===== src/core/wps_pkg.sv =====
// wps_pkg: constants for the wavefront program state block
// assumes: single clock domain, one wavefront's state per instance
package wps_pkg;

  localparam int PC_WIDTH   = 48;
  localparam int MASK_WIDTH = 64;

  // status word field positions
  localparam int ST_SCC      = 0;
  localparam int ST_CPRIO_LO = 1;
  localparam int ST_PPRIO_LO = 3;
  localparam int ST_PRIV     = 5;
  localparam int ST_TRAPEN   = 6;
  localparam int ST_TTRACE   = 7;
  localparam int ST_EXPRDY   = 8;
  localparam int ST_EMZ      = 9;
  localparam int ST_CMZ      = 10;
  localparam int ST_INGRP    = 11;
  localparam int ST_BARRIER  = 12;
  localparam int ST_HALT     = 13;

  // mode word field positions
  localparam int MD_ROUND_LO  = 0;
  localparam int MD_DENORM_LO = 4;
  localparam int MD_NANCLAMP  = 8;
  localparam int MD_IEEE      = 9;
  localparam int MD_LODCLAMP  = 10;
  localparam int MD_DEBUG     = 11;
  localparam int MD_HALFOVF   = 23;
  localparam int MD_PERFDIS   = 26;
  localparam int MD_REGIDX    = 27;
  localparam int MD_VECTOR_SKIP     = 28;
  localparam int MD_BSP_LO    = 29;

  // reset values and instruction size
  localparam logic [31:0] MODE_RESET = 32'h0000_0000;
  localparam logic [47:0] PC_RESET   = 48'h0000_0000_0000;
  localparam int          INSTR_BYTES = 4;

  // skip retirement capacity per clock
  localparam int SKIP_PER_CLK = 10;

  typedef enum logic [1:0] {
    RND_NEAREST_EVEN,
    RND_PLUS_INF,
    RND_MINUS_INF,
    RND_TO_ZERO
  } wps_round_t;

  typedef enum logic [1:0] {
    DN_FLUSH_BOTH,
    DN_ALLOW_IN,
    DN_ALLOW_OUT,
    DN_ALLOW_BOTH
  } wps_denorm_t;

  typedef enum logic [2:0] {
    OP_NONE,
    OP_GET_PC,
    OP_SET_PC,
    OP_SWAP_PC,
    OP_BRANCH,
    OP_TRAP
  } wps_pcop_t;

endpackage


===== src/core/wps_skip_counter.sv =====
// wps_skip_counter: counts vector instructions retired by skipping
// assumes: caller presents the number of skip requests each clock
`timescale 1ns/1ps
module wps_skip_counter
  import wps_pkg::*;
#(
  parameter int CNT_WIDTH = 16
) (
  // clock and reset
  input  wire logic                 clock,
  input  wire logic                 rstn,
  // requests
  input  wire logic [3:0]           skipReq,
  // outputs
  output logic      [3:0]           skipGranted,
  output logic      [CNT_WIDTH-1:0] skipCount
);

  logic [3:0] granted;

  always_comb begin
    if (skipReq > 4'(SKIP_PER_CLK)) begin
      granted = 4'(SKIP_PER_CLK);
    end else begin
      granted = skipReq;
    end
  end

  assign skipGranted = granted;

  always_ff @(posedge clock or negedge rstn) begin
    if (!rstn) begin
      skipCount <= '0;
    end else begin
      skipCount <= skipCount + CNT_WIDTH'(granted);
    end
  end

endmodule


===== src/core/wps_wavefront_state.sv =====
// wps_wavefront_state: program counter, thread enable mask, status and
// mode words of one wavefront
// assumes: instruction decode drives one-cycle strobes on the same clock;
// creation loads initial values; host and buffer levels come from pins
`timescale 1ns/1ps
module wps_wavefront_state
  import wps_pkg::*;
#(
  parameter int SREG_IDX_W = 7
) (
  // clock and reset
  input  wire logic                  clock,
  input  wire logic                  rstn,
  // wavefront creation
  input  wire logic                  createWave,
  input  wire logic [PC_WIDTH-1:0]   createPc,
  input  wire logic [1:0]            createPrio,
  input  wire logic                  createTrapPresent,
  input  wire logic                  createTraceEnable,
  input  wire logic                  createInGroup,
  // pc instructions
  input  wire logic                  pcOpValid,
  input  wire wps_pcop_t             pcOp,
  input  wire logic [SREG_IDX_W-1:0] pcPairIdx,
  input  wire logic [PC_WIDTH-1:0]   pcPairData,
  input  wire logic [PC_WIDTH-1:0]   branchOffset,
  input  wire logic                  advancePc,
  output logic      [PC_WIDTH-1:0]   programCounter,
  output logic      [PC_WIDTH-1:0]   pcReadData,
  output logic                       pcReadValid,
  output logic                       pcAlignError,
  // thread enable mask
  input  wire logic                  maskWrite,
  input  wire logic [MASK_WIDTH-1:0] maskWriteData,
  input  wire logic                  cmpMaskUpdate,
  input  wire logic [MASK_WIDTH-1:0] cmpMaskData,
  input  wire logic                  cmpToEnable,
  output logic      [MASK_WIDTH-1:0] threadEnableMask,
  output logic      [MASK_WIDTH-1:0] compareMask,
  // instruction classification and gating
  input  wire logic                  instrValid,
  input  wire logic                  instrIsVector,
  input  wire logic                  instrIsExport,
  input  wire logic                  instrIsEndPgm,
  output logic      [MASK_WIDTH-1:0] laneEnable,
  output logic                       instrIssue,
  output logic                       instrSkip,
  output logic                       exportStall,
  output logic                       debugTrapReq,
  // scalar and status sources
  input  wire logic                  sccWrite,
  input  wire logic                  sccData,
  input  wire logic                  progPrioWrite,
  input  wire logic [1:0]            progPrioData,
  input  wire logic                  trapEnter,
  input  wire logic                  trapReturn,
  input  wire logic                  hostTrapReq,
  input  wire logic                  hostHaltPin,
  input  wire logic                  shaderHalt,
  input  wire logic                  exportSpacePin,
  input  wire logic                  barrierEnter,
  input  wire logic                  barrierRelease,
  input  wire logic                  traceDataValid,
  output logic                       traceDataKeep,
  output logic                       trapTaken,
  output logic                       trapRegWriteOk,
  output logic                       haltActive,
  output logic      [31:0]           waveStatus,
  // mode word
  input  wire logic                  modeWrite,
  input  wire logic [31:0]           modeWriteData,
  input  wire logic                  detailClampEvent,
  output logic      [31:0]           waveModeControl,
  output wps_round_t                 roundMode,
  output wps_denorm_t                denormMode,
  output logic                       nanClampEnable,
  output logic                       ieeeNanMode,
  // vector skip
  input  wire logic [3:0]            skipRequests,
  output logic      [3:0]            skipGranted,
  output logic      [15:0]           skipCount
);

  // ------------------------------------------------------------------
  // pin synchronisers
  // ------------------------------------------------------------------
  logic [1:0] hostHaltSync_q;
  logic [1:0] expSpaceSync_q;

  always_ff @(posedge clock or negedge rstn) begin
    if (!rstn) begin
      hostHaltSync_q <= '0;
      expSpaceSync_q <= '0;
    end else begin
      hostHaltSync_q <= {hostHaltSync_q[0], hostHaltPin};
      expSpaceSync_q <= {expSpaceSync_q[0], exportSpacePin};
    end
  end

  // ------------------------------------------------------------------
  // program counter
  // ------------------------------------------------------------------
  logic [PC_WIDTH-1:0] pc_q;
  logic [PC_WIDTH-1:0] nextInstrPc;
  logic                pairAligned;
  logic                trapAllowed;

  assign nextInstrPc = pc_q + PC_WIDTH'(INSTR_BYTES);
  assign pairAligned = ~pcPairIdx[0];

  always_ff @(posedge clock or negedge rstn) begin
    if (!rstn) begin
      pc_q <= PC_RESET;
    end else if (createWave) begin
      pc_q <= createPc;
    end else if (pcOpValid && pcOp == OP_BRANCH) begin
      pc_q <= nextInstrPc + branchOffset;
    end else if (pcOpValid && pairAligned &&
                 (pcOp == OP_SET_PC || pcOp == OP_SWAP_PC)) begin
      pc_q <= pcPairData;
    end else if (advancePc) begin
      pc_q <= nextInstrPc;
    end
  end

  // pc read data: next-instruction pc for get/swap, own pc for trap
  always_ff @(posedge clock or negedge rstn) begin
    if (!rstn) begin
      pcReadData   <= '0;
      pcReadValid  <= 1'b0;
      pcAlignError <= 1'b0;
    end else begin
      pcReadValid  <= 1'b0;
      pcAlignError <= 1'b0;
      if (pcOpValid) begin
        unique case (pcOp)
          OP_GET_PC, OP_SWAP_PC: begin
            pcReadData   <= nextInstrPc;
            pcReadValid  <= pairAligned;
            pcAlignError <= ~pairAligned;
          end
          OP_SET_PC: begin
            pcAlignError <= ~pairAligned;
          end
          OP_TRAP: begin
            pcReadData  <= pc_q;
            pcReadValid <= trapAllowed;
          end
          default: begin
            pcReadValid <= 1'b0;
          end
        endcase
      end
    end
  end

  assign programCounter = pc_q;

  // ------------------------------------------------------------------
  // thread enable and compare masks
  // ------------------------------------------------------------------
  logic [MASK_WIDTH-1:0] enMask_q;
  logic [MASK_WIDTH-1:0] cmpMask_q;

  always_ff @(posedge clock or negedge rstn) begin
    if (!rstn) begin
      enMask_q <= '0;
    end else if (createWave) begin
      enMask_q <= '1;
    end else if (cmpMaskUpdate && cmpToEnable) begin
      enMask_q <= cmpMaskData & enMask_q;
    end else if (maskWrite) begin
      enMask_q <= maskWriteData;
    end
  end

  always_ff @(posedge clock or negedge rstn) begin
    if (!rstn) begin
      cmpMask_q <= '0;
    end else if (createWave) begin
      cmpMask_q <= '0;
    end else if (cmpMaskUpdate) begin
      cmpMask_q <= cmpMaskData & enMask_q;
    end
  end

  assign threadEnableMask = enMask_q;
  assign compareMask      = cmpMask_q;

  // ------------------------------------------------------------------
  // status word
  // ------------------------------------------------------------------
  logic       status_scc_q;
  logic [1:0] status_cPrio_q;
  logic [1:0] status_pPrio_q;
  logic       status_priv_q;
  logic       status_trapEn_q;
  logic       status_trace_q;
  logic       status_expRdy_q;
  logic       status_inGrp_q;
  logic       status_barrier_q;
  logic       status_halt_q;

  assign trapAllowed = status_trapEn_q;

  // creation-time fields; shader has no write path to them
  always_ff @(posedge clock or negedge rstn) begin
    if (!rstn) begin
      status_cPrio_q  <= '0;
      status_trapEn_q <= 1'b0;
      status_trace_q  <= 1'b0;
      status_inGrp_q  <= 1'b0;
    end else if (createWave) begin
      status_cPrio_q  <= createPrio;
      status_trapEn_q <= createTrapPresent;
      status_trace_q  <= createTraceEnable;
      status_inGrp_q  <= createInGroup;
    end
  end

  always_ff @(posedge clock or negedge rstn) begin
    if (!rstn) begin
      status_scc_q   <= 1'b0;
      status_pPrio_q <= '0;
    end else if (createWave) begin
      status_scc_q   <= 1'b0;
      status_pPrio_q <= '0;
    end else begin
      if (sccWrite) begin
        status_scc_q <= sccData;
      end
      if (progPrioWrite) begin
        status_pPrio_q <= progPrioData;
      end
    end
  end

  // privilege: set only on trap entry, cleared on return
  always_ff @(posedge clock or negedge rstn) begin
    if (!rstn) begin
      status_priv_q <= 1'b0;
    end else if (createWave || trapReturn) begin
      status_priv_q <= 1'b0;
    end else if (trapTaken) begin
      status_priv_q <= 1'b1;
    end
  end

  // export ready: cleared at creation unless synced space is present, set once space arrives
  always_ff @(posedge clock or negedge rstn) begin
    if (!rstn) begin
      status_expRdy_q <= 1'b0;
    end else if (expSpaceSync_q[1]) begin
      status_expRdy_q <= 1'b1;
    end else if (createWave) begin
      status_expRdy_q <= 1'b0;
    end
  end

  always_ff @(posedge clock or negedge rstn) begin
    if (!rstn) begin
      status_barrier_q <= 1'b0;
    end else if (barrierEnter) begin
      status_barrier_q <= 1'b1;
    end else if (barrierRelease || createWave) begin
      status_barrier_q <= 1'b0;
    end
  end

  always_ff @(posedge clock or negedge rstn) begin
    if (!rstn) begin
      status_halt_q <= 1'b0;
    end else if (hostHaltSync_q[1] || shaderHalt) begin
      status_halt_q <= 1'b1;
    end else if (createWave) begin
      status_halt_q <= 1'b0;
    end
  end

  always_comb begin
    waveStatus                             = '0;
    waveStatus[ST_SCC]                     = status_scc_q;
    waveStatus[ST_CPRIO_LO +: 2]           = status_cPrio_q;
    waveStatus[ST_PPRIO_LO +: 2]           = status_pPrio_q;
    waveStatus[ST_PRIV]                    = status_priv_q;
    waveStatus[ST_TRAPEN]                  = status_trapEn_q;
    waveStatus[ST_TTRACE]                  = status_trace_q;
    waveStatus[ST_EXPRDY]                  = status_expRdy_q;
    waveStatus[ST_EMZ]                     = ~|enMask_q;
    waveStatus[ST_CMZ]                     = ~|cmpMask_q;
    waveStatus[ST_INGRP]                   = status_inGrp_q;
    waveStatus[ST_BARRIER]                 = status_barrier_q;
    waveStatus[ST_HALT]                    = status_halt_q;
  end

  // ------------------------------------------------------------------
  // mode word
  // ------------------------------------------------------------------
  logic [31:0] mode_q;

  always_ff @(posedge clock or negedge rstn) begin
    if (!rstn) begin
      mode_q <= MODE_RESET;
    end else if (createWave) begin
      mode_q <= MODE_RESET;
    end else begin
      if (modeWrite) begin
        mode_q <= modeWriteData;
      end
      if (detailClampEvent) begin
        mode_q[MD_LODCLAMP] <= 1'b1;
      end
    end
  end

  assign waveModeControl = mode_q;
  assign roundMode      = wps_round_t'(mode_q[MD_ROUND_LO +: 2]);
  assign denormMode     = wps_denorm_t'(mode_q[MD_DENORM_LO +: 2]);
  assign nanClampEnable = mode_q[MD_NANCLAMP];
  assign ieeeNanMode    = mode_q[MD_IEEE];

  // ------------------------------------------------------------------
  // issue, gating, trap and trace
  // ------------------------------------------------------------------
  logic vecSkip;
  logic haltEffective;

  assign vecSkip       = mode_q[MD_VECTOR_SKIP] & (instrIsVector | instrIsExport);
  assign haltEffective = status_halt_q & ~status_priv_q & ~hostTrapReq;
  assign haltActive    = haltEffective;

  // no automatic skip on an empty mask
  assign instrIssue  = instrValid & ~vecSkip & ~haltEffective
                     & ~exportStall;
  assign instrSkip   = instrValid & vecSkip & ~haltEffective;
  assign exportStall = instrValid & instrIsExport & ~vecSkip
                     & ~status_expRdy_q;

  // scalar ops and branches see all lanes on
  assign laneEnable = (instrIsVector | instrIsExport) ? enMask_q : '1;

  assign debugTrapReq = mode_q[MD_DEBUG] & instrIssue & ~instrIsEndPgm
                      & status_trapEn_q & ~status_priv_q;
  assign trapTaken = trapAllowed & ~status_priv_q
                   & (trapEnter | hostTrapReq | debugTrapReq
                      | (pcOpValid & pcOp == OP_TRAP));
  assign trapRegWriteOk = status_priv_q;
  assign traceDataKeep  = traceDataValid & status_trace_q;

  // ------------------------------------------------------------------
  // skip retirement
  // ------------------------------------------------------------------
  wps_skip_counter #(
    .CNT_WIDTH (16)
  ) u_skip (
    .clock       (clock),
    .rstn        (rstn),
    .skipReq     (skipRequests),
    .skipGranted (skipGranted),
    .skipCount   (skipCount)
  );

endmodule


===== config.mk =====
export PLATFORM = sky130hd
export DESIGN_NAME = wps_wavefront_state
export DESIGN_NICKNAME = d
export VERILOG_FILES = /design/src/core/wps_pkg.sv /design/src/core/wps_skip_counter.sv /design/src/core/wps_wavefront_state.sv
export SDC_FILE = /design/constraint.sdc
export NUM_CORES = 1
export LEC_CHECK = 0
export BUFFER_PORTS_ARGS = -buffer_cell sky130_fd_sc_hd__clkbuf_2
export CAP_MARGIN = 20
export CORE_AREA = 2 2 285 287
export DETAILED_ROUTE_END_ITERATION = 8
export DIE_AREA = 0 0 287 289
export GPL_TIMING_DRIVEN = 0
export HOLD_SLACK_MARGIN = 0.12
export PLACE_DENSITY = 0.42
export SLEW_MARGIN = 15
export SYNTH_ARGS = -nofsm -noshare
export SYNTH_HDL_FRONTEND = slang
export SYNTH_HIERARCHICAL = 1
export SYNTH_SLANG_ARGS = --single-unit
export TNS_END_PERCENT = 100

===== constraint.sdc =====
create_clock -name clock -period 6 [get_ports clock]
set_input_delay 0.3 -clock clock [delete_from_list [all_inputs] [get_ports clock]]
set_output_delay 0.3 -clock clock [all_outputs]
set_load 0.02 [all_outputs]

==> results of run 1 <==
[routing by layer]
metal	wire (µm)	vias up
met5	35	-
met1	44500	10800
met4	5600	6
met3	7570	199
li1	-	9878
met2	54800	1018
[through the flow]
stage	cell area (µm²)	instances	setup WS, ns	total power, mW	TNS, ns
6_report	27800	4315	0.309	7.75	0
5_1_grt	27800	4312	0.0991	8.11	0
4_1_cts	27800	4309	0.390	7.79	0
3_5_place_dp	24100	4001	0.557	5.12	0
3_3_place_gp	23900	3990	-2.51	5.11	-703.52
2_1_floorplan	19000	2219	1.77	4.01	0
[final timing paths]
check                                            endpoint                          start  cells after the start  slack [ns]
min in group asynchronous      pcReadData[23]$_DFFE_PN0P_                           rstn                      2        0.28
setup reg to reg           programCounter[28]$_DFFE_PN0P_  programCounter[4]$_DFFE_PN0P_                     18        0.31
max in group asynchronous        status_scc_q$_DFFE_PN0P_                           rstn                      4        4.35
hold reg to reg               expSpaceSync_q[1]$_DFF_PN0_    expSpaceSync_q[0]$_DFF_PN0_                      0        0.34
hold / removal             programCounter[19]$_DFFE_PN0P_                   createPc[19]                      4        0.16
setup / recovery           programCounter[28]$_DFFE_PN0P_  programCounter[4]$_DFFE_PN0P_                     18        0.31
[synth_stat cells (5+ instances only)]
| cell type | n |
|---|---|
| o22ai_1 | 27 |
| or3_1 | 18 |
| o311ai_0 | 5 |
| nor2_1 | 168 |
| and3_1 | 22 |
| a21o_1 | 36 |
| o211ai_1 | 22 |
| nor3_1 | 19 |
| a21oi_1 | 185 |
| nor4_1 | 42 |
| o21bai_1 | 13 |
| xor2_1 | 71 |
| mux2_2 | 9 |
| or2_2 | 66 |
| mux2i_1 | 63 |
| and4_1 | 6 |
| a211o_1 | 6 |
| nand2_1 | 171 |
| o21ai_0 | 163 |
| nor3b_1 | 5 |
| a211oi_1 | 62 |
| buf_2 | 10 |
| nand4_1 | 31 |
| dfrtp_1 | 290 |
| and2_1 | 8 |
| nand3_1 | 114 |
| buf_4 | 34 |
| clkbuf_1 | 111 |
| o21a_1 | 7 |
| buf_1 | 23 |
| nand2b_1 | 76 |
| a221oi_1 | 12 |
| ha_1 | 69 |
| a31oi_1 | 19 |
| inv_1 | 19 |
| nor2b_1 | 58 |
| xnor2_1 | 74 |
[power groups by stage]
stage               Combinational, mW  Sequential [mW]  Clock [mW]
finish                           2.78             2.48        2.49
global route                     2.98             2.51        2.62
CTS                              2.77             2.48        2.55
detailed placement               2.61             2.51           0
global placement                 2.59             2.51           0
floorplan                        1.31             2.70           0
[flip-flops by register name, indices dropped and copies added, names as in the netlist, 2 cells and up]
signal,cells
u_skip/skipCount,16
compareMask,64
waveModeControl,32
pcReadData,48
status_pPrio_q,2
hostHaltSync_q,2
status_cPrio_q,2
programCounter,48
threadEnableMask,64
expSpaceSync_q,2
[final cells by class]
| cell class | count | area share |
|---|---|---|
| tap | 1060 | 0.0477 |
| timing repair buffer | 958 | 0.219 |
| clock buffer | 58 | 0.0410 |
| multi-input combinational | 1729 | 0.391 |
| sequential | 290 | 0.261 |
| clock inverter | 14 | 0.00671 |
| buffer | 181 | 0.0300 |
| antenna | 6 | 0.000540 |
| inverter | 19 | 0.00257 |
[timing repair]
action                                 CTS  global route
endpoints found under the hold margin  264             0
setup endpoints to repair                0             0
hold buffers                           236             0
[cell families after synthesis]
kind of cell / synth area share
AOI/OAI and AO/OA: 0.190
xor gates and xnor gates: 0.0670
adders and majority gates: 0.0476
buffers and inverters: 0.0476
DFF: 0.383
muxes: 0.0386
other: 0.000198
and+or+nand+nor: 0.227
[worst min-delay path, delay by kind of cell]
family	cells	cell delay, ns
AOI/OAI and AO/OA	2	0.18
buffers and inverters	1	0.09
and+or+nand+nor	1	0.12
==> results.yml, run 1 <==
floorplan:
  top_level_ports: 739
  start_util: 0.237
  rows: 104
  die_w_um: 287
  die_area_um2: 82900
  core_um2: 79900
  fp.dieH_um: 289
global_route:
  grt_max_degree: 89
  grt_pass1_vias: 22000
  grt-busiest-layer: "met2"
  grt_pass1_wl_um: 157000
  antenna_found_initial: 8
  overflow: 0
  use_met2: 0.449
  use_met1: 0.312
  grtUsageTotal: 0.258
  globalRouteMet3Util: 0.0430
sta:
  rsz0062_at_grt: "no"
  final_max_slew_viol_count: 0
  relSlewSlack: 0.205
  worstMarginPinSlew_ns: 1.19
  fin_crit_ns: 5.69
  period_share: 0.949
  fmaxAchievable_mhz: 176
  setup_viol: 0
  holdWs_ns: 0.160
  skew_ns: 0.0205
  hold_viol_final: 0
worst_setup_path:
  start_kind: "flip-flop"
  critPathKind: "reg2reg"
  slowest_delay_ns: 0.68
  cp-end-kind: "flip-flop"
  required_ns: 6.51
  critPathMaxFanout: 10
  path_buf_inv: 3
  cpLargestDelayFamily: "compound AO/OA/AOI/OAI gates"
  crit_chain: "buf_4 -> and4_1 -> buf_2 -> nand4_2 -> nor2_1 -> and3_1 -> xor2_1 -> ha_1 -> a21oi_1 -> o211ai_1 -> a22oi_1 -> nor2_1 -> a311oi_1 -> o21ai_0 -> xor2_1 -> nand2_1 -> a31oi_1 -> dlygate4sd3_1"
  arrival_ns: 6.20
  cpMaxStageDelayCell: "a311oi_1"
power:
  power_frac_clock: 0.321
  ir_drop_v: 0.000177
  switching_share: 0.394
  powerDensity_nw_per_um2: 279
  netSwitchingPower_mw: 3.05
  p_int_mw: 4.70
  cellLeakagePower_nw: 12.7
  p_comb_frac: 0.358
  p_seq_frac: 0.321
clock_tree:
  postCtsSetupBuffers: 0
  clk_path_buf_depth: 3
  cts_buffers: 40
  htree_levels: 2
  worstSkewPairLatency_ns: 0.57
  cts_root_buf: "clkbuf_16"
  clock_sinks: 290
  cts_tree: "done"
  post_cts_resized: 0
  clkTransAtPathRegs_ns: 0.06
placement:
  gp_congestion: 0.952
  port-buffer-count: 711
  hpwl_um: 90100
job:
  drv_cap: 0
synth:
  syn_area_um2: 19000
  synth-edff-count: 0
  yosysTopAreaCell: "dfrtp_1"
  synth_cells: 2202
  yosysSeqAreaShare: 0.383
  avgSynthCellArea_um2: 8.61
  yosysTopAreaCellShare: 0.383
  synth_cell_types: 79
  yosys_warnings: 6
  ys_ff_latch: 290
  ys_top_cells_by_area: "dfrtp_1 (38%), a21oi_1 (4.9%), ha_1 (4.6%), o21ai_0 (4.3%), xnor2_1 (3.4%)"
  ys.flop_type: "dfrtp_1"
  postSynth.asyncResetShare: 1.00
final_layout:
  multiInputGateArea_um2: 10900
  layout-drive-gt1-share: 0.283
  final_common_cell: "clkbuf_2"
  regArea_um2: 7260
  num-fill-cells: 8536
  nNetsFinal: 3641
  most-common-layout-cells: "clkbuf_2 (712), dfrtp_1 (290), dlygate4sd3_1 (236)"
  syn2layout_area_growth_pct: 46.6
  fin_util: 0.348
worst_hold_path:
  hp-class: "in2reg"
route:
  drt_iter0_markers: 1678
  vias: 21900
  antenna_left: 0
  totalWireLength_um: 112000
  routed_via_density: 5.07
  drc: 0
  routedWlPerCell_um: 26.1
  firstDrtPassIters: 5
run_status:
  outcome: "completed"
Power figures use the tool's default switching activity.
==> run 2: changes to the inputs <==
--- a/config.mk
+++ b/config.mk
@@ -5,11 +5,11 @@
 export SDC_FILE = /design/constraint.sdc
 export NUM_CORES = 1
 export LEC_CHECK = 0
-export BUFFER_PORTS_ARGS = -buffer_cell sky130_fd_sc_hd__clkbuf_2
+export BUFFER_PORTS_ARGS = -buffer_cell sky130_fd_sc_hd__buf_2
 export CAP_MARGIN = 20
-export CORE_AREA = 2 2 285 287
+export CORE_AREA = 5 5 288 290
 export DETAILED_ROUTE_END_ITERATION = 8
-export DIE_AREA = 0 0 287 289
+export DIE_AREA = 0 0 293 295
 export GPL_TIMING_DRIVEN = 0
 export HOLD_SLACK_MARGIN = 0.12
 export PLACE_DENSITY = 0.42
==> run 2 against run 1 <==
  * Sequential share of layout area about the same
  * Non-clock buffer count down 2
  * Clock power down 4%
  * Design area down 0.18%
  * Die area up 4.2%
  * Count of clock-buffer cells in the layout up 3
  * Maximum frequency down 0.88%
  * Register-to-register slack worse by 0.05 ns
  * Clock skew down 0.0015 ns
  * Combinational power about the same
  * Via count down 0.14%
==> results.yml, run 2 (synthesis gave the netlist of run 1 again) <==
placement:
  dp_cells: 3999
  hpwl_um: 92700
  place_ws_ns: 0.408
  port-buffer-count: 711
  gp_congestion: 0.937
  placed_area_um2: 24100
route:
  routedWlPerCell_um: 26.8
  totalWireLength_um: 116000
  drc: 0
  drt_iter0_markers: 1454
  antenna_left: 0
  firstDrtPassIters: 5
  vias: 21900
  routed_via_density: 5.07
clock_tree:
  cts_tree: "done"
  cts_root_buf: "clkbuf_16"
  cts_buffers: 40
  clk_path_buf_depth: 3
  htree_levels: 2
  clock_sinks: 290
  postCtsSetupBuffers: 0
  clkTransAtPathRegs_ns: 0.07
  worstSkewPairLatency_ns: 0.57
floorplan:
  fp.dieH_um: 295
  die_area_um2: 86400
  rows: 104
  top_level_ports: 739
  start_util: 0.237
  die_w_um: 293
  core_um2: 80000
global_route:
  grtUsageTotal: 0.252
  grt-busiest-layer: "met2"
  grt_pass1_wl_um: 162000
  globalRouteMet3Util: 0.0405
  overflow: 0
  use_met2: 0.444
  grt_max_degree: 95
  use_met1: 0.309
  antenna_found_initial: 5
  grt_pass1_vias: 22300
worst_setup_path:
  arrival_ns: 6.20
  crit_chain: "ha_1 -> nand4_1 -> nor3_1 -> xnor2_1 -> ha_1 -> buf_2 -> nand4_1 -> nor4_1 -> nand3_1 -> o21bai_1 -> a211oi_2 -> xnor2_1 -> o221ai_1 -> dlygate4sd3_1 -> nand2_1"
  slowest_delay_ns: 0.66
  required_ns: 6.46
  cpMaxStageDelayCell: "nor4_1"
  critPathMaxFanout: 8
  start_kind: "flip-flop"
  cp-end-kind: "flip-flop"
  critPathKind: "reg2reg"
sta:
  fmaxAchievable_mhz: 174
  rsz0062_at_grt: "no"
  setup_ws_ns: 0.259
  worstMarginPinSlew_ns: 1.27
  final_max_slew_viol_count: 0
  relSlewSlack: 0.156
  setup_viol: 0
  hold_viol_final: 0
  fin_crit_ns: 5.74
  skew_ns: 0.0190
  period_share: 0.957
  tns_ns: 0
power:
  p_comb_frac: 0.364
  power_frac_clock: 0.312
  netSwitchingPower_mw: 3.00
  cellLeakagePower_nw: 12.6
  ir_drop_v: 0.000186
  p_seq_frac: 0.324
  switching_share: 0.392
  powerDensity_nw_per_um2: 276
  p_int_mw: 4.65
final_layout:
  num-fill-cells: 8594
  syn2layout_area_growth_pct: 46.4
  nNetsFinal: 3639
  layout-drive-gt1-share: 0.283
  fin_util: 0.347
  most-common-layout-cells: "buf_2 (721), dfrtp_1 (290), dlygate4sd3_1 (236)"
  postLayoutCellArea_um2: 27800
  fin_cells: 4310
  final_common_cell: "buf_2"
worst_hold_path:
  hp-class: "in2reg"
job:
  drv_cap: 0
run_status:
  outcome: "completed"
==> run 2: path summary, 6_finish.rpt <==
check,start,endpoint,slack (ns),depth (start not counted)
worst max-delay path,programCounter[3]$_DFFE_PN0P_,programCounter[38]$_DFFE_PN0P_,0.26,15
worst min-delay path,createPc[4],programCounter[4]$_DFFE_PN0P_,0.16,3
worst max register to register,programCounter[3]$_DFFE_PN0P_,programCounter[38]$_DFFE_PN0P_,0.26,15
worst min register to register,hostHaltSync_q[0]$_DFF_PN0_,hostHaltSync_q[1]$_DFF_PN0_,0.35,0
max in group asynchronous,rstn,waveModeControl[23]$_DFFE_PN0P_,4.30,4
min in group asynchronous,rstn,pcReadData[21]$_DFFE_PN0P_,0.27,2
==> run 2: cell type report <==
cell class / count / area, µm² / share of cell area
clock buffers: 61 / 1190 / 0.0429
multi-input cells: 1729 / 10900 / 0.392
inverters: 19 / 71.3 / 0.00257
flip-flops and latches: 290 / 7260 / 0.261
clock inverters: 8 / 77.6 / 0.00280
well taps: 1060 / 1330 / 0.0478
plain buffers: 181 / 837 / 0.0302
repair buffers: 956 / 6090 / 0.220
diodes: 6 / 15.0 / 0.000541
==> run 2: through the flow <==
stage | power [mW] | hold slack [ns]
CTS | 7.71 | 0.121
detailed placement | 5.13 | 0.275
global route | 8.01 | 0.126
finish | 7.66 | 0.158
global placement | 5.11 | 0.333
floorplan | 4.01 | 0.00441
==> run 2: power by group through the flow <==
stage / combinational [mW] / clock, mW / sequential, mW
2_1_floorplan: 1.31 / 0 / 2.70
3_3_place_gp: 2.61 / 0 / 2.50
3_5_place_dp: 2.62 / 0 / 2.51
4_1_cts: 2.78 / 2.46 / 2.47
5_1_grt: 2.98 / 2.52 / 2.51
6_report: 2.79 / 2.39 / 2.48
==> run 2: critical path, delay by kind of cell (launching register included) <==
kind / cells / cell delay (ns)
AO/OA/AOI/OAI: 3 / 1.09
flip-flops: 1 / 0.59
adder cells (fa/ha/maj): 2 / 0.74
AND/OR/NAND/NOR: 6 / 2.04
XOR/XNOR: 2 / 0.36
buffers and inverters: 2 / 0.77
==> run 2: metal layers <==
metal  up-vias  part of all wire
met3       185             0.064
met4         0             0.046
met1     10900              0.40
li1       9856                 -
met5         -                 0
met2       958              0.49
==> run 2: what timing repair did <==
action | in CTS | in global routing
endpoints found under the hold margin | 282 | 0
hold buffers | 236 | 0
resized for setup | 0 | 1
setup endpoints to repair | 0 | 1
==> run 3: changes to the inputs <==
--- a/config.mk
+++ b/config.mk
@@ -13,7 +13,7 @@
 export GPL_TIMING_DRIVEN = 0
 export HOLD_SLACK_MARGIN = 0.12
 export PLACE_DENSITY = 0.42
-export SLEW_MARGIN = 15
+export SLEW_MARGIN = 0
 export SYNTH_ARGS = -nofsm -noshare
 export SYNTH_HDL_FRONTEND = slang
 export SYNTH_HIERARCHICAL = 1
==> constraint.sdc (replaced) <==
create_clock -name clock -period 6 [get_ports clock]
set_input_delay 1.5 -clock clock [delete_from_list [all_inputs] [get_ports clock]]
set_output_delay 1.5 -clock clock [all_outputs]
set_load 0.02 [all_outputs]
==> run 3 against run 2 <==
  * Sequential cell count did not move
  * Critical path depth increased by 1
  * Global-route usage fell by 0.26 points
  * Worst hold slack improved by 0.19 ns
  * Register-to-register slack improved by 0.09 ns
  * Maximum frequency increased by 1.6%
  * Non-clock buffer count down 232
  * Critical endpoint is now programCounter[47]$_DFFE_PN0P_
==> results.yml, run 3 (synthesis gave the netlist of run 1 again) <==
run_status:
  outcome: "completed"
worst_setup_path:
  path_buf_inv: 0
  cp-end-kind: "flip-flop"
  critPathMaxFanout: 7
  required_ns: 6.44
  crit_chain: "ha_1 -> nand4_1 -> nor3_1 -> nand2_1 -> nor2_1 -> xor2_1 -> ha_1 -> nand2_1 -> nor2_1 -> a221oi_1 -> and3b_1 -> a211oi_1 -> o41ai_1 -> o21ai_1 -> xnor2_1 -> o22ai_1"
  start_kind: "flip-flop"
  critPathKind: "reg2reg"
  cpLargestDelayFamily: "simple AND/OR/NAND/NOR gates"
  cpMaxStageDelayCell: "o41ai_1"
  slowest_delay_ns: 0.82
  arrival_ns: 6.09
final_layout:
  fin_cells: 4083
  fin_util: 0.319
  syn2layout_area_growth_pct: 34.7
  layout-drive-gt1-share: 0.305
  postLayoutCellArea_um2: 25500
  nNetsFinal: 3408
  final_common_cell: "buf_2"
  most-common-layout-cells: "buf_2 (721), dfrtp_1 (290), a21oi_1 (185)"
placement:
  placed_area_um2: 24100
  hpwl_um: 92900
  place_ws_ns: 0.369
  port-buffer-count: 711
  dp_cells: 4003
  gp_congestion: 0.937
power:
  powerDensity_nw_per_um2: 301
  power_mw: 7.70
  cellLeakagePower_nw: 11.7
  ir_drop_v: 0.000189
clock_tree:
  cts_tree: "done"
  clock_sinks: 290
  cts_buffers: 41
  worstSkewPairLatency_ns: 0.59
  clk_path_buf_depth: 3
  post_cts_resized: 0
  clkTransAtPathRegs_ns: 0.06
  cts_root_buf: "clkbuf_16"
  postCtsHoldBufs: 0
  htree_levels: 2
  postCtsSetupBuffers: 0
sta:
  holdWs_ns: 0.347
  worstMarginPinSlew_ns: 1.22
  final_max_slew_viol_count: 0
  period_share: 0.942
  relSlewSlack: 0.185
  hold_viol_final: 0
  setup_ws_ns: 0.349
  skew_ns: 0.0301
  tns_ns: 0
  fin_crit_ns: 5.65
  fmaxAchievable_mhz: 177
  rsz0062_at_grt: "no"
  setup_viol: 0
floorplan:
  top_level_ports: 739
  rows: 104
  fp.dieH_um: 295
  start_util: 0.237
  die_area_um2: 86400
  die_w_um: 293
  core_um2: 80000
global_route:
  grt_max_degree: 110
  grt_pass1_vias: 21500
  antenna_found_initial: 10
  grtUsageTotal: 0.249
  overflow: 0
  grt_pass1_wl_um: 159000
job:
  drv_cap: 0
route:
  routed_via_density: 5.14
  routedWlPerCell_um: 27.9
  firstDrtPassIters: 7
  drt_iter0_markers: 1377
  antenna_left: 0
  vias: 21000
  totalWireLength_um: 114000
  drc: 0
worst_hold_path:
  hp-class: "reg2reg"
-- run 3: final timing paths --
| kind | depth (start not counted) | slack [ns] | endpoint | from |
|---|---|---|---|---|
| max in group asynchronous | 2 | 3.86 | threadEnableMask[20]$_DFFE_PN0P_ | rstn |
| min reg2reg | 0 | 0.35 | hostHaltSync_q[1]$_DFF_PN0_ | hostHaltSync_q[0]$_DFF_PN0_ |
| max reg2reg | 16 | 0.35 | programCounter[47]$_DFFE_PN0P_ | programCounter[3]$_DFFE_PN0P_ |
| max | 16 | 0.35 | programCounter[47]$_DFFE_PN0P_ | programCounter[3]$_DFFE_PN0P_ |
| min in group asynchronous | 1 | 0.89 | pcReadData[21]$_DFFE_PN0P_ | rstn |
| min | 0 | 0.35 | hostHaltSync_q[1]$_DFF_PN0_ | hostHaltSync_q[0]$_DFF_PN0_ |
-- run 3: final cells by class --
cell class / instances / area, µm²
fill: 8749 / 54500
multi-input combinational: 1729 / 10900
sequential: 290 / 7260
timing repair buffer: 724 / 3790
tap: 1060 / 1330
clock buffer: 62 / 1190
buffer: 181 / 832
clock inverter: 12 / 193
inverter: 19 / 71.3
antenna: 6 / 15.0
-- run 3: metal layers --
layer | part of all wire | wire [µm] | GRT usage
met5 | 0.00041 | 47 | 0
met4 | 0.042 | 4810 | 0.0931
met3 | 0.067 | 7660 | 0.0446
met2 | 0.49 | 56400 | 0.440
met1 | 0.40 | 45100 | 0.304
-- run 3: power breakdown --
part           switching, mW  internal (mW)  total, mW
Clock                   1.06           1.52       2.58
Sequential             0.288           2.19       2.48
Combinational           1.70          0.950       2.65
Total                   3.04           4.66       7.70
